**src/pkg/bcr_params.svh**
```systemverilog
// Register indices, field positions, reset values and bus widths of the buck configuration bank
`ifndef BCR_PARAMS_SVH
`define BCR_PARAMS_SVH
`define BCR_IDX_SECOND_CORE   8'h9D
`define BCR_IDX_FIRST_CORE    8'h9E
`define BCR_IDX_PROC_BUCK     8'h9F
`define BCR_IDX_STATUS        8'hA8
`define BCR_ADDR_W            12
`define BCR_REG_W             8
`define BCR_DATA_W            32
`define BCR_MODE_HI           7
`define BCR_MODE_LO           6
`define BCR_PD_OFF_BIT        5
`define BCR_TRACK_BIT         4
`define BCR_REF_OUT_BIT       3
`define BCR_SENSE_HI          2
`define BCR_SENSE_LO          0
`define BCR_CORE_WR_MASK      8'hE7
`define BCR_PROC_WR_MASK      8'hFF
`define BCR_RST_SECOND_CORE   8'h01
`define BCR_RST_FIRST_CORE    8'h01
`define BCR_RST_PROC_BUCK     8'h01
`define BCR_SENSE_NONE        3'h0
`define BCR_SENSE_OWN         3'h1
`endif

```
**src/pkg/bcr_pkg.sv**
```systemverilog
// Types shared by the buck configuration bank
package bcr_pkg;
	typedef enum logic [1:0] {
		BCR_MODE_BY_VOLTAGE_REG = 2'b00,
		BCR_MODE_FORCE_SLEEP    = 2'b01,
		BCR_MODE_FORCE_SYNC     = 2'b10,
		BCR_MODE_AUTO           = 2'b11
	} bcr_mode_e;
	typedef logic [2:0] bcr_sense_t;
endpackage : bcr_pkg

```
**src/logic/bcr_top.sv**
```systemverilog
// APB register bank and decoded controls for the core and processor buck configuration
//
// Design decision made here: the APB register port.
`include "bcr_params.svh"

// Overview of operation
// - Second core mode bits 7:6: 00 voltage regs, 01 sleep, 10 sync, 11 auto.
// - First core mode bits 7:6 decode the same four ways.
// - Processor mode: 00 voltage regs, 01 sleep, 10 sync, 11 auto.
// - Second core pull-down on when disabled and bit 5 low, never in dual phase.
// - First core and processor pull-down on when disabled and bit 5 low.
// - Second core sense bits mix own, core switch, peripheral switch; 000 invalid.
// - First core nonzero sense codes mix bitwise; 000 disables the sense mixer.
// - Bit 3 low routes reference port to comparator; high outputs half supply.
// - Processor sense bits mix sources bitwise; 000 is invalid.
module bcr_top
	import bcr_pkg::*;
#(
	parameter logic [7:0] RST_SECOND_CORE = `BCR_RST_SECOND_CORE,
	parameter logic [7:0] RST_FIRST_CORE  = `BCR_RST_FIRST_CORE,
	parameter logic [7:0] RST_PROC_BUCK   = `BCR_RST_PROC_BUCK
) (
	input  wire logic                      i_sys_clk,
	input  wire logic                      i_rst_n,
	input  wire logic                      i_psel,
	input  wire logic                      i_penable,
	input  wire logic                      i_pwrite,
	input  wire logic [`BCR_ADDR_W-1:0]    i_paddr,
	input  wire logic [`BCR_DATA_W-1:0]    i_pwdata,
	output logic                           o_pready,
	output logic                           o_pslverr,
	output logic [`BCR_DATA_W-1:0]         o_prdata,
	input  wire logic                      i_second_core_enabled,
	input  wire logic                      i_first_core_enabled,
	input  wire logic                      i_processor_buck_enabled,
	input  wire logic                      i_dual_phase_active,
	input  wire logic                      i_core_merge_flag,
	output bcr_mode_e                      o_second_core_mode_sel,
	output bcr_mode_e                      o_first_core_mode_sel,
	output bcr_mode_e                      o_processor_buck_mode_sel,
	output logic                           o_second_core_pulldown_on,
	output logic                           o_first_core_pulldown_on,
	output logic                           o_processor_buck_pulldown_on,
	output bcr_sense_t                     o_second_core_sense_mix,
	output bcr_sense_t                     o_first_core_sense_mix,
	output bcr_sense_t                     o_processor_buck_sense_mix,
	output logic                           o_first_core_diff_remote_sense,
	output logic                           o_first_core_mixer_off,
	output logic                           o_sense_invalid,
	output logic                           o_termination_track_active,
	output logic                           o_reference_out_enable,
	output logic                           o_comparator_input_assigned
);
	localparam int IDX_W = `BCR_ADDR_W - 2;

	logic                     rst_meta_q;
	logic                     rst_sync_n_q;
	logic [`BCR_REG_W-1:0]    second_core_q;
	logic [`BCR_REG_W-1:0]    first_core_q;
	logic [`BCR_REG_W-1:0]    proc_buck_q;
	logic [IDX_W-1:0]         idx;
	logic                     hit_second;
	logic                     hit_first;
	logic                     hit_proc;
	logic                     hit_status;
	logic                     mapped;
	logic                     setup;
	logic                     wr_take;
	logic [`BCR_REG_W-1:0]    status_d;
	logic [`BCR_REG_W-1:0]    rd_d;

	// Release of reset is synchronised; assertion stays asynchronous
	always_ff @(posedge i_sys_clk or negedge i_rst_n) begin
		if (!i_rst_n) begin
			rst_meta_q   <= 1'b0;
			rst_sync_n_q <= 1'b0;
		end else begin
			rst_meta_q   <= 1'b1;
			rst_sync_n_q <= rst_meta_q;
		end
	end

	// Word index; low address bits are ignored since every register is word aligned
	assign idx        = i_paddr[`BCR_ADDR_W-1:2];
	assign setup      = i_psel && !i_penable;
	assign wr_take    = i_psel && i_penable && o_pready && i_pwrite;

	always_comb begin
		hit_second = 1'b0;
		hit_first  = 1'b0;
		hit_proc   = 1'b0;
		hit_status = 1'b0;
		if (idx == IDX_W'(`BCR_IDX_SECOND_CORE)) begin
			hit_second = 1'b1;
		end else if (idx == IDX_W'(`BCR_IDX_FIRST_CORE)) begin
			hit_first = 1'b1;
		end else if (idx == IDX_W'(`BCR_IDX_PROC_BUCK)) begin
			hit_proc = 1'b1;
		end else if (idx == IDX_W'(`BCR_IDX_STATUS)) begin
			hit_status = 1'b1;
		end
	end
	assign mapped = hit_second || hit_first || hit_proc || hit_status;

	// Status word shows the decoded state, so software can see what the bucks really get
	assign status_d = {2'b00, o_termination_track_active, o_first_core_diff_remote_sense,
		o_first_core_mixer_off, o_sense_invalid, o_reference_out_enable, o_comparator_input_assigned};

	always_comb begin
		rd_d = '0;
		if (hit_second) begin
			rd_d = second_core_q;
		end else if (hit_first) begin
			rd_d = first_core_q;
		end else if (hit_proc) begin
			rd_d = proc_buck_q;
		end else if (hit_status) begin
			rd_d = status_d;
		end
	end

	// One wait-free access phase: pready rises for the cycle after setup
	always_ff @(posedge i_sys_clk or negedge rst_sync_n_q) begin
		if (!rst_sync_n_q) begin
			o_pready  <= 1'b0;
			o_pslverr <= 1'b0;
			o_prdata  <= '0;
		end else begin
			o_pready  <= setup;
			o_pslverr <= setup && (!mapped || (hit_status && i_pwrite));
			if (setup && !i_pwrite) begin
				o_prdata <= {{(`BCR_DATA_W-`BCR_REG_W){1'b0}}, rd_d};
			end
		end
	end

	// Writes land at the completing edge only; the status word is read-only
	always_ff @(posedge i_sys_clk or negedge rst_sync_n_q) begin
		if (!rst_sync_n_q) begin
			second_core_q <= RST_SECOND_CORE & `BCR_CORE_WR_MASK;
			first_core_q  <= RST_FIRST_CORE & `BCR_CORE_WR_MASK;
			proc_buck_q   <= RST_PROC_BUCK;
		end else if (wr_take) begin
			if (hit_second) begin
				second_core_q <= i_pwdata[`BCR_REG_W-1:0] & `BCR_CORE_WR_MASK;
			end
			if (hit_first) begin
				first_core_q <= i_pwdata[`BCR_REG_W-1:0] & `BCR_CORE_WR_MASK;
			end
			if (hit_proc) begin
				proc_buck_q <= i_pwdata[`BCR_REG_W-1:0] & `BCR_PROC_WR_MASK;
			end
		end
	end

	// Mode policy straight from the field; encoding matches the enum
	always_ff @(posedge i_sys_clk or negedge rst_sync_n_q) begin
		if (!rst_sync_n_q) begin
			o_second_core_mode_sel    <= BCR_MODE_BY_VOLTAGE_REG;
			o_first_core_mode_sel     <= BCR_MODE_BY_VOLTAGE_REG;
			o_processor_buck_mode_sel <= BCR_MODE_BY_VOLTAGE_REG;
		end else begin
			o_second_core_mode_sel    <= bcr_mode_e'(second_core_q[`BCR_MODE_HI:`BCR_MODE_LO]);
			o_first_core_mode_sel     <= bcr_mode_e'(first_core_q[`BCR_MODE_HI:`BCR_MODE_LO]);
			o_processor_buck_mode_sel <= bcr_mode_e'(proc_buck_q[`BCR_MODE_HI:`BCR_MODE_LO]);
		end
	end

	// Pull-downs only while the buck is off; dual phase overrides the second core
	always_ff @(posedge i_sys_clk or negedge rst_sync_n_q) begin
		if (!rst_sync_n_q) begin
			o_second_core_pulldown_on    <= 1'b0;
			o_first_core_pulldown_on     <= 1'b0;
			o_processor_buck_pulldown_on <= 1'b0;
		end else begin
			o_second_core_pulldown_on    <= !second_core_q[`BCR_PD_OFF_BIT] && !i_second_core_enabled
				&& !i_dual_phase_active;
			o_first_core_pulldown_on     <= !first_core_q[`BCR_PD_OFF_BIT] && !i_first_core_enabled;
			o_processor_buck_pulldown_on <= !proc_buck_q[`BCR_PD_OFF_BIT] && !i_processor_buck_enabled;
		end
	end

	// Sense mixing; an invalid code is passed on as is and flagged, not corrected
	always_ff @(posedge i_sys_clk or negedge rst_sync_n_q) begin
		if (!rst_sync_n_q) begin
			o_second_core_sense_mix        <= `BCR_SENSE_NONE;
			o_first_core_sense_mix         <= `BCR_SENSE_NONE;
			o_processor_buck_sense_mix     <= `BCR_SENSE_NONE;
			o_first_core_diff_remote_sense <= 1'b0;
			o_first_core_mixer_off         <= 1'b0;
			o_sense_invalid                <= 1'b0;
		end else begin
			o_second_core_sense_mix    <= second_core_q[`BCR_SENSE_HI:`BCR_SENSE_LO];
			o_processor_buck_sense_mix <= proc_buck_q[`BCR_SENSE_HI:`BCR_SENSE_LO];
			if (first_core_q[`BCR_SENSE_HI:`BCR_SENSE_LO] == `BCR_SENSE_NONE) begin
				o_first_core_mixer_off         <= 1'b1;
				o_first_core_diff_remote_sense <= i_core_merge_flag;
				o_first_core_sense_mix <= i_core_merge_flag ? `BCR_SENSE_NONE : `BCR_SENSE_OWN;
			end else begin
				o_first_core_mixer_off         <= 1'b0;
				o_first_core_diff_remote_sense <= 1'b0;
				o_first_core_sense_mix <= first_core_q[`BCR_SENSE_HI:`BCR_SENSE_LO];
			end
			o_sense_invalid <= (second_core_q[`BCR_SENSE_HI:`BCR_SENSE_LO] == `BCR_SENSE_NONE)
				|| (proc_buck_q[`BCR_SENSE_HI:`BCR_SENSE_LO] == `BCR_SENSE_NONE);
		end
	end

	// Tracking without the reference enabled stays in plain voltage mode
	always_ff @(posedge i_sys_clk or negedge rst_sync_n_q) begin
		if (!rst_sync_n_q) begin
			o_termination_track_active  <= 1'b0;
			o_reference_out_enable      <= 1'b0;
			o_comparator_input_assigned <= 1'b1;
		end else begin
			o_termination_track_active  <= proc_buck_q[`BCR_TRACK_BIT] && proc_buck_q[`BCR_REF_OUT_BIT];
			o_reference_out_enable      <= proc_buck_q[`BCR_REF_OUT_BIT];
			o_comparator_input_assigned <= !proc_buck_q[`BCR_REF_OUT_BIT];
		end
	end
endmodule : bcr_top

```
**config.mk**
```make
export PLATFORM = sky130hd
export DESIGN_NAME = bcr_top
export DESIGN_NICKNAME = d
export VERILOG_FILES = /design/src/pkg/bcr_pkg.sv /design/src/logic/bcr_top.sv
export VERILOG_INCLUDE_DIRS = /design/src /design/src/pkg
export SDC_FILE = /design/constraint.sdc
export NUM_CORES = 1
export LEC_CHECK = 0
export BUFFER_PORTS_ARGS = -buffer_cell sky130_fd_sc_hd__buf_2
export CAP_MARGIN = 30
export CORE_MARGIN = 3
export CORE_UTILIZATION = 42
export DETAILED_ROUTE_END_ITERATION = 6
export GPL_TIMING_DRIVEN = 0
export PLACE_DENSITY = 0.8
export SYNTH_ARGS = -nofsm -noshare
export SYNTH_HDL_FRONTEND = slang
export SYNTH_SLANG_ARGS = --single-unit
```
**constraint.sdc**
```tcl
create_clock -name i_sys_clk -period 2.1 [get_ports i_sys_clk]
set_input_delay 0.42 -clock i_sys_clk [delete_from_list [all_inputs] [get_ports i_sys_clk]]
set_output_delay 0.42 -clock i_sys_clk [all_outputs]
set_load 0.02 [all_outputs]
```
**Word level (Yosys, flattened, before mapping)**

Cells that the tools add are included.

- Bits of input ports: 54
- Bits in registers: 56

- Equal/unequal tests: 4
- Reductions and logical operators: 34
- Mux-type cells: 18

Operators by type and width:

| operator | count |
|---|---|
| 10-bit by 8-bit == test with 1-bit output, second input constant | 4 |
| 8-bit two-way mux | 3 |
| 1-bit two-way mux | 13 |
| 1-bit logical AND | 12 |
| 1-bit zero test | 11 |
| 3-bit zero test | 3 |
| 6-bit two-way mux | 1 |
| 2-bit AND reduction | 3 |
| 1-bit logical OR | 5 |
| 3-bit two-way mux | 1 |

**Depth between registers and ports, before layout**

Gate-level depths: netlist of the first run.

- Depth in word-level cells: 9
- Gate-level depth with buffers: 5
- Gate-level depth less buffers: 5

**Least setup slack after synthesis of the first run**

No wires, ideal clock.

- Path type: input to register
- Start point: in i_paddr[10]
- End point: reg first_core_q[1]
- Path buffers: 0
- Stages: 4
- Data arrival time: 1.512 ns
- Library setup time: 0.128 ns
- Slack: 0.461 ns
- Cells stage by stage: nand2b_1 > nor4_4 > nand4b_2 > mux2_1

- Longest elaborated chain between the ends: 4
- Elaborated cells on any way between the ends: 5

RTL lines:

| element | line | source |
|---|---|---|
| from (decl) | bcr_top.sv:28 | `` input wire logic [`BCR_ADDR_W-1:0] i_paddr, `` |
| 10-bit by 8-bit == test with 1-bit output | bcr_top.sv:95 | `` end else if (idx == IDX_W'(`BCR_IDX_FIRST_CORE)) begin `` |
| 1-bit two-way mux | bcr_top.sv:95 |  |
| 1-bit two-way mux * | bcr_top.sv:93 | `` if (idx == IDX_W'(`BCR_IDX_SECOND_CORE)) begin `` |
| 2-bit AND reduction (no line) * | -- |  |
| to (signal assigned) | bcr_top.sv:141 | `` first_core_q <= RST_FIRST_CORE & `BCR_CORE_WR_MASK; `` |
| to (signal assigned) | bcr_top.sv:148 | `` first_core_q <= i_pwdata[`BCR_REG_W-1:0] & `BCR_CORE_WR_MASK; `` |
| to (decl) | bcr_top.sv:59 | `` logic [`BCR_REG_W-1:0] first_core_q; `` |

Every way passes the cells marked *; elsewhere a longest branch is shown, timed or not.
A chain may end at the register's enable or synchronous reset.

**Worst setup path in the final report of the first run**

- Start point: in i_paddr[7]
- End point: reg first_core_q[1]

Same word-level chain as after synthesis.

==> out/qor.yml, run 1 <==
worst_setup_path:
  worstPathMaxFanout: 6
  ff2ff_setup_slack_ns: 0.66
  worstSetupStartpointType: "input pin"
  required_ns: 2.29
  cp_slowest_cell: "mux2_1"
  cp_top_family: "simple AND/OR/NAND/NOR gates"
  cpPeakStageDelay_ns: 0.39
  rr_worst_depth: 3
  crit_arrival_ns: 1.86
  timing.rr.start: "o_pready"
  worst-setup-path-type: "input pin to register"
  end_kind: "register"
  r2r_end: "first_core_q[1]"
  worst-path-buf-inv: 1
  path_cells: "buf_2, nand3b_1, nor4_4, nand4b_2, mux2_1"
  critPathLaunch: "i_paddr[7]"
synthesis:
  syn_avg_cell_area_sq_um: 12.9
  yosysUniqueCellTypes: 38
  netlist.top_cell.by_area: "dfrtp_1"
  ys_seq_elements: 56
  synth-seq-area-share_pct: 60.4
  syn_inst: 181
  synth.top_cell.area_share_pct: 55.9
  synth_area_sq_mm: 0.00233
  synth-async-reset-ratio_pct: 100
  synth_warnings: 0
  synth_flop_cell: "dfrtp_1"
  synth-edff-count: 0
  yosys-top-cells-area: "dfrtp_1 (56%), mux2_2 (9.7%), buf_4 (7.7%)"
power_and_ir_drop:
  power_frac_seq_pct: 56.2
  comb_power_share_pct: 9.6
  p_clk_share_pct: 34.2
  switchingPower_uw: 440
  p_int_uw: 1520
  vdd_ir_drop_max_v: 0.000492
  switching_share_pct: 22.4
  p_total_uw: 1960
  power_density_mw_per_mm2: 666
  power_leakage_uw: 0.00159
clock_network:
  root_buffer: "clkbuf_8"
  postCtsSetupRepairBufs: 0
  cts-buffers-inserted: 5
  path_clk_slew_ns: 0.10
  clock_sinks: 56
  postCtsResizedCells: 0
  cts_tree: "done"
  clock_latency_ns: 0.31
  h-tree-depth: 2
  clockBufferDepth: 2
timing:
  finalWorstSetupSlack_ns: 0.429
  worst_slew_pin_slew_ns: 0.533
  skew_ns: 0.0115
  clock.fmax_mhz: 599
  fin_crit_ns: 1.67
  relSlewSlack_pct: 64.4
  timing.final.hold_violations: 0
  fin_crit_sh_pct: 79.6
  rsz0062_at_grt: "no"
  slew_violations: 0
  holdWs_ns: 0.202
  final-setup-viol-count: 0
cells_and_area:
  final_cell_mix: "buf_2 (63), dfrtp_1 (51), conb_1 (25)"
  num-fill-cells: 461
  mostFrequentLayoutCell: "buf_2"
  synthToLayoutAreaGrowth_pct: 26.5
  regArea_sq_mm: 0.00141
  diodes: 0
  multi_input_comb_area_sq_um: 792
  fin_nets: 328
  layout-drive-gt1-share_pct: 45.5
routing:
  vias: 1612
  vias_per_cell: 4.67
  wl_per_cell_microns: 14.0
  drt_iter0_drc: 40
  drt_wl_total_microns: 4830
  antenna_left: 0
  drc: 0
  dr.pass1.iters: 4
hold_path:
  min_path_type: "register to async pin"
grt:
  antenna_found_initial: 0
  grt_pass1_vias: 1614
  gr-total-overflow: 0
  grt_max_degree: 36
  grt_pass1_wl_microns: 7880
  gr-usage-all-layers_pct: 16.1
run_status:
  outcome: "finished clean"
floorplan:
  die_area_sq_mm: 0.00647
  start_util_pct: 44.5
  rows: 26
  die_h_microns: 80.5
  dieWidth_microns: 80.5
  io_pins: 112
  core_area_sq_mm: 0.00524
run:
  drv_cap: 0
placement:
  port_buffers: 61
  dp_hpwl_microns: 3730
  gp_congestion: 0.751
  pre_cts_slack_ns: 0.0898
-- state kept, by name, indices dropped and copies added, names as in the netlist, 2 cells and up --
register                    flops
first_core_q                    6
o_first_core_mode_sel           2
o_first_core_sense_mix          3
o_prdata                        8
o_processor_buck_mode_sel       2
o_processor_buck_sense_mix      3
o_second_core_mode_sel          2
o_second_core_sense_mix         3
proc_buck_q                     8
second_core_q                   6
-- per-layer routing --
layer	vias up	GRT usage (%)	share of wire [%]
met4	0	6.93	2.1
li1	773	-	-
met3	10	3.92	7.6
met2	65	27.3	50
met5	-	0	0
met1	764	19.5	40
-- how the worst max path moves through the flow --
stage / endpoint / cells after the start
finish: first_core_q[1] / 5
global route: first_core_q[1] / 5
CTS: first_core_q[1] / 5
detailed placement: first_core_q[1] / 5
global placement: o_second_core_sense_mix[1] / 0
floorplan: first_core_q[1] / 0
-- per-stage QoR --
stage,cells,cell area [sq um],TNS [ns],utilization [%]
floorplan,204,2410,0,-
global placement,335,2810,-2.87,53.6
detailed placement,336,2830,0,54.0
CTS,345,2950,0,56.2
global route,345,2950,0,56.2
finish,345,2950,0,56.2
-- layout make-up --
class	instances	area share, %
clock inverters	1	1.02
flip-flops and latches	56	47.8
repair buffers	63	11.4
inverters	4	0.510
multi-input cells	115	26.9
well taps	70	2.97
clock buffers	7	2.59
plain buffers	29	6.84
-- power by group through the flow --
stage          combinational (uW)  clock, uW  sequential [uW]
3_5_place_dp                  188          0             1120
5_1_grt                       208        735             1110
6_report                      189        671             1100
3_3_place_gp                  169          0             1140
2_1_floorplan                 106          0             1140
4_1_cts                       189        685             1100
-- cell families (layout without fill, tap and decap cells) --
kind of cell           Yosys count  in the layout  share of synthesized area, %
multiplexers                    24             24                          11.6
AO/OA/AOI/OAI                   26             26                          7.58
flip-flops                      56             56                          60.4
buffers and inverters           33            104                          9.30
AND/OR/NAND/NOR                 40             40                          10.9
other                            2             25                         0.323
-- cells in the mapped netlist, types with 3 or more instances --
master / count
inv_1: 4
o21ai_0: 5
mux2_1: 3
mux2_2: 20
nand2_1: 11
a21oi_1: 4
dfrtp_1: 52
dfstp_2: 4
clkbuf_1: 3
o31ai_1: 4
buf_4: 24
nor2_1: 6
a22oi_1: 5
-- worst register-to-register path: cells and delay by family, from the launching register on --
| kind | cells | cell delay, ns |
|---|---|---|
| flops | 1 | 0.35 |
| mux | 1 | 0.39 |
| simple gates | 2 | 0.59 |
-- repair_timing --
action / 4_1_cts / 5_1_grt
setup endpoints to repair: 0 / 0
hold endpoints to repair: 2 / 0
hold buffers: 1 / 0
No activity file was read; power rests on OpenSTA's default activity.
==> run 2: changes to the inputs <==
- clock period: 2.1 -> 1.6 ns (I/O delays scaled with it)
==> run 2 against run 1 <==
Clock power up 15%. Sequential cell count unchanged. Count of clock-buffer cells in the layout unchanged. Critical endpoint is now first_core_q[2].
==> out/qor.yml, run 2 (synthesized netlist as in run 1, its figures left out) <==
routing:
  maxUsedRoutingLayer: "met4"
  vias_per_cell: 4.61
  drt_iter0_drc: 74
  antenna_left: 0
  drc: 0
  dr.pass1.iters: 4
  wl_met2_microns: 2350
  wl_per_cell_microns: 13.6
  drt_wl_total_microns: 4710
  met1_length_microns: 1930
  vias: 1594
  met3_length_microns: 359
placement:
  dp_hpwl_microns: 3750
  gp_congestion: 0.734
  port_buffers: 61
cells_and_area:
  regArea_sq_mm: 0.00141
  largest_registers: "o_prdata x8, proc_buck_q x8"
  layout-drive-gt1-share_pct: 46.0
  fin_nets: 329
  final_cell_mix: "buf_2 (63), dfrtp_1 (51), buf_4 (25), conb_1 (25), mux2_2 (20)"
  mostFrequentLayoutCell: "buf_2"
  num-fill-cells: 436
  diodes: 0
  final_core_util_pct: 56.3
  synthToLayoutAreaGrowth_pct: 26.7
  multi_input_comb_area_sq_um: 801
timing:
  relSlewSlack_pct: 64.7
  slew_violations: 0
  timing.final.hold_violations: 0
  worst_slew_pin_slew_ns: 0.529
  holdWs_ns: 0.151
  fin_crit_ns: 1.54
  final-setup-viol-count: 0
  clock.fmax_mhz: 650
  fin_crit_sh_pct: 96.2
  skew_ns: 0.00529
  rsz0062_at_grt: "no"
worst_setup_path:
  end_kind: "register"
  worstSetupStartpointType: "input pin"
  worstPathMaxFanout: 6
  crit_arrival_ns: 1.73
  timing.rr.start: "o_pready"
  worst-setup-path-type: "input pin to register"
  critPathLaunch: "i_paddr[7]"
  required_ns: 1.79
power_and_ir_drop:
  power_frac_seq_pct: 58.6
  p_int_uw: 1880
  power_leakage_uw: 0.00160
  comb_power_share_pct: 10.2
  vdd_ir_drop_max_v: 0.000758
  p_clk_share_pct: 31.2
  power_density_mw_per_mm2: 836
  switchingPower_uw: 584
  switching_share_pct: 23.7
clock_network:
  cts_tree: "done"
  h-tree-depth: 2
  path_clk_slew_ns: 0.09
  clock_latency_ns: 0.30
  root_buffer: "clkbuf_8"
  clock_sinks: 56
  cts-buffers-inserted: 5
  clockBufferDepth: 2
run_status:
  outcome: "finished clean"
grt:
  grt_pass1_vias: 1612
  gr-total-overflow: 0
  gr-usage-all-layers_pct: 15.4
  antenna_found_initial: 0
  grt_pass1_wl_microns: 7600
  grt_max_degree: 37
floorplan:
  dieWidth_microns: 80.5
  die_h_microns: 80.5
  rows: 26
  core_area_sq_mm: 0.00524
  die_area_sq_mm: 0.00647
  start_util_pct: 44.5
  io_pins: 112
hold_path:
  worstHoldStart: "i_processor_buck_enabled"
  min_path_type: "input pin to register"
run:
  drv_cap: 0
run 2: final cells by class:
class,count,share of cell area [%]
Multi-Input combinational cell,115,27.2
Tap cell,70,2.97
Sequential cell,56,47.7
Inverter,4,0.509
Clock buffer,7,2.93
Clock inverter,1,0.255
Buffer,29,6.83
Timing Repair Buffer,64,11.6
run 2: timing repair:
| item | CTS | global route |
|---|---|---|
| setup endpoints to repair | 2 | 1 |
| hold buffers | 1 | 0 |
| pin swaps | 0 | 1 |
| endpoints found under the hold margin | 2 | 0 |
| setup buffers | 0 | 1 |
| resized for setup | 1 | 0 |
run 2: metrics by stage:
step	std cells	power (uW)	setup WS, ns	TNS (ns)	cell area, sq um
6_report	346	2470	0.0610	0	2950
5_1_grt	346	2580	0.0246	0	2950
4_1_cts	345	2490	0.0463	0	2940
3_5_place_dp	336	1720	-0.355	-4.03	2830
3_3_place_gp	335	1710	-0.323	-3.74	2810
2_1_floorplan	204	1640	0.0608	0	2420
run 2: power by group through the flow:
| stage | combinational (uW) | sequential [uW] | clock, uW |
|---|---|---|---|
| after detailed placement | 247 | 1470 | 0 |
| after global placement | 222 | 1490 | 0 |
| after floorplan | 139 | 1500 | 0 |
| after CTS | 250 | 1450 | 793 |
| after global routing | 277 | 1450 | 854 |
| final | 251 | 1450 | 769 |
run 2: final timing paths:
kind,slack (ns),cells after the start,endpoint
min reg2reg,0.20,0,first_core_q[6]
max reg2reg,0.17,3,proc_buck_q[7]
min in group asynchronous,0.20,0,first_core_q[6]
max,0.06,6,first_core_q[2]
min,0.15,2,o_processor_buck_pulldown_on
max in group asynchronous,0.82,1,o_comparator_input_assigned
run 2: per-layer routing:
layer	GRT usage [%]	up-vias
met1	17.9	753
li1	-	773
met2	27.4	60
met3	4.15	8
met4	5.24	0
met5	0	-
run 2: critical path, cell delays in order:
cell	delay, ns
buf_2	0.11
nand3b_1	0.27
nor4_4	0.31
buf_4	0.19
nand4b_4	0.18
mux2_1	0.35
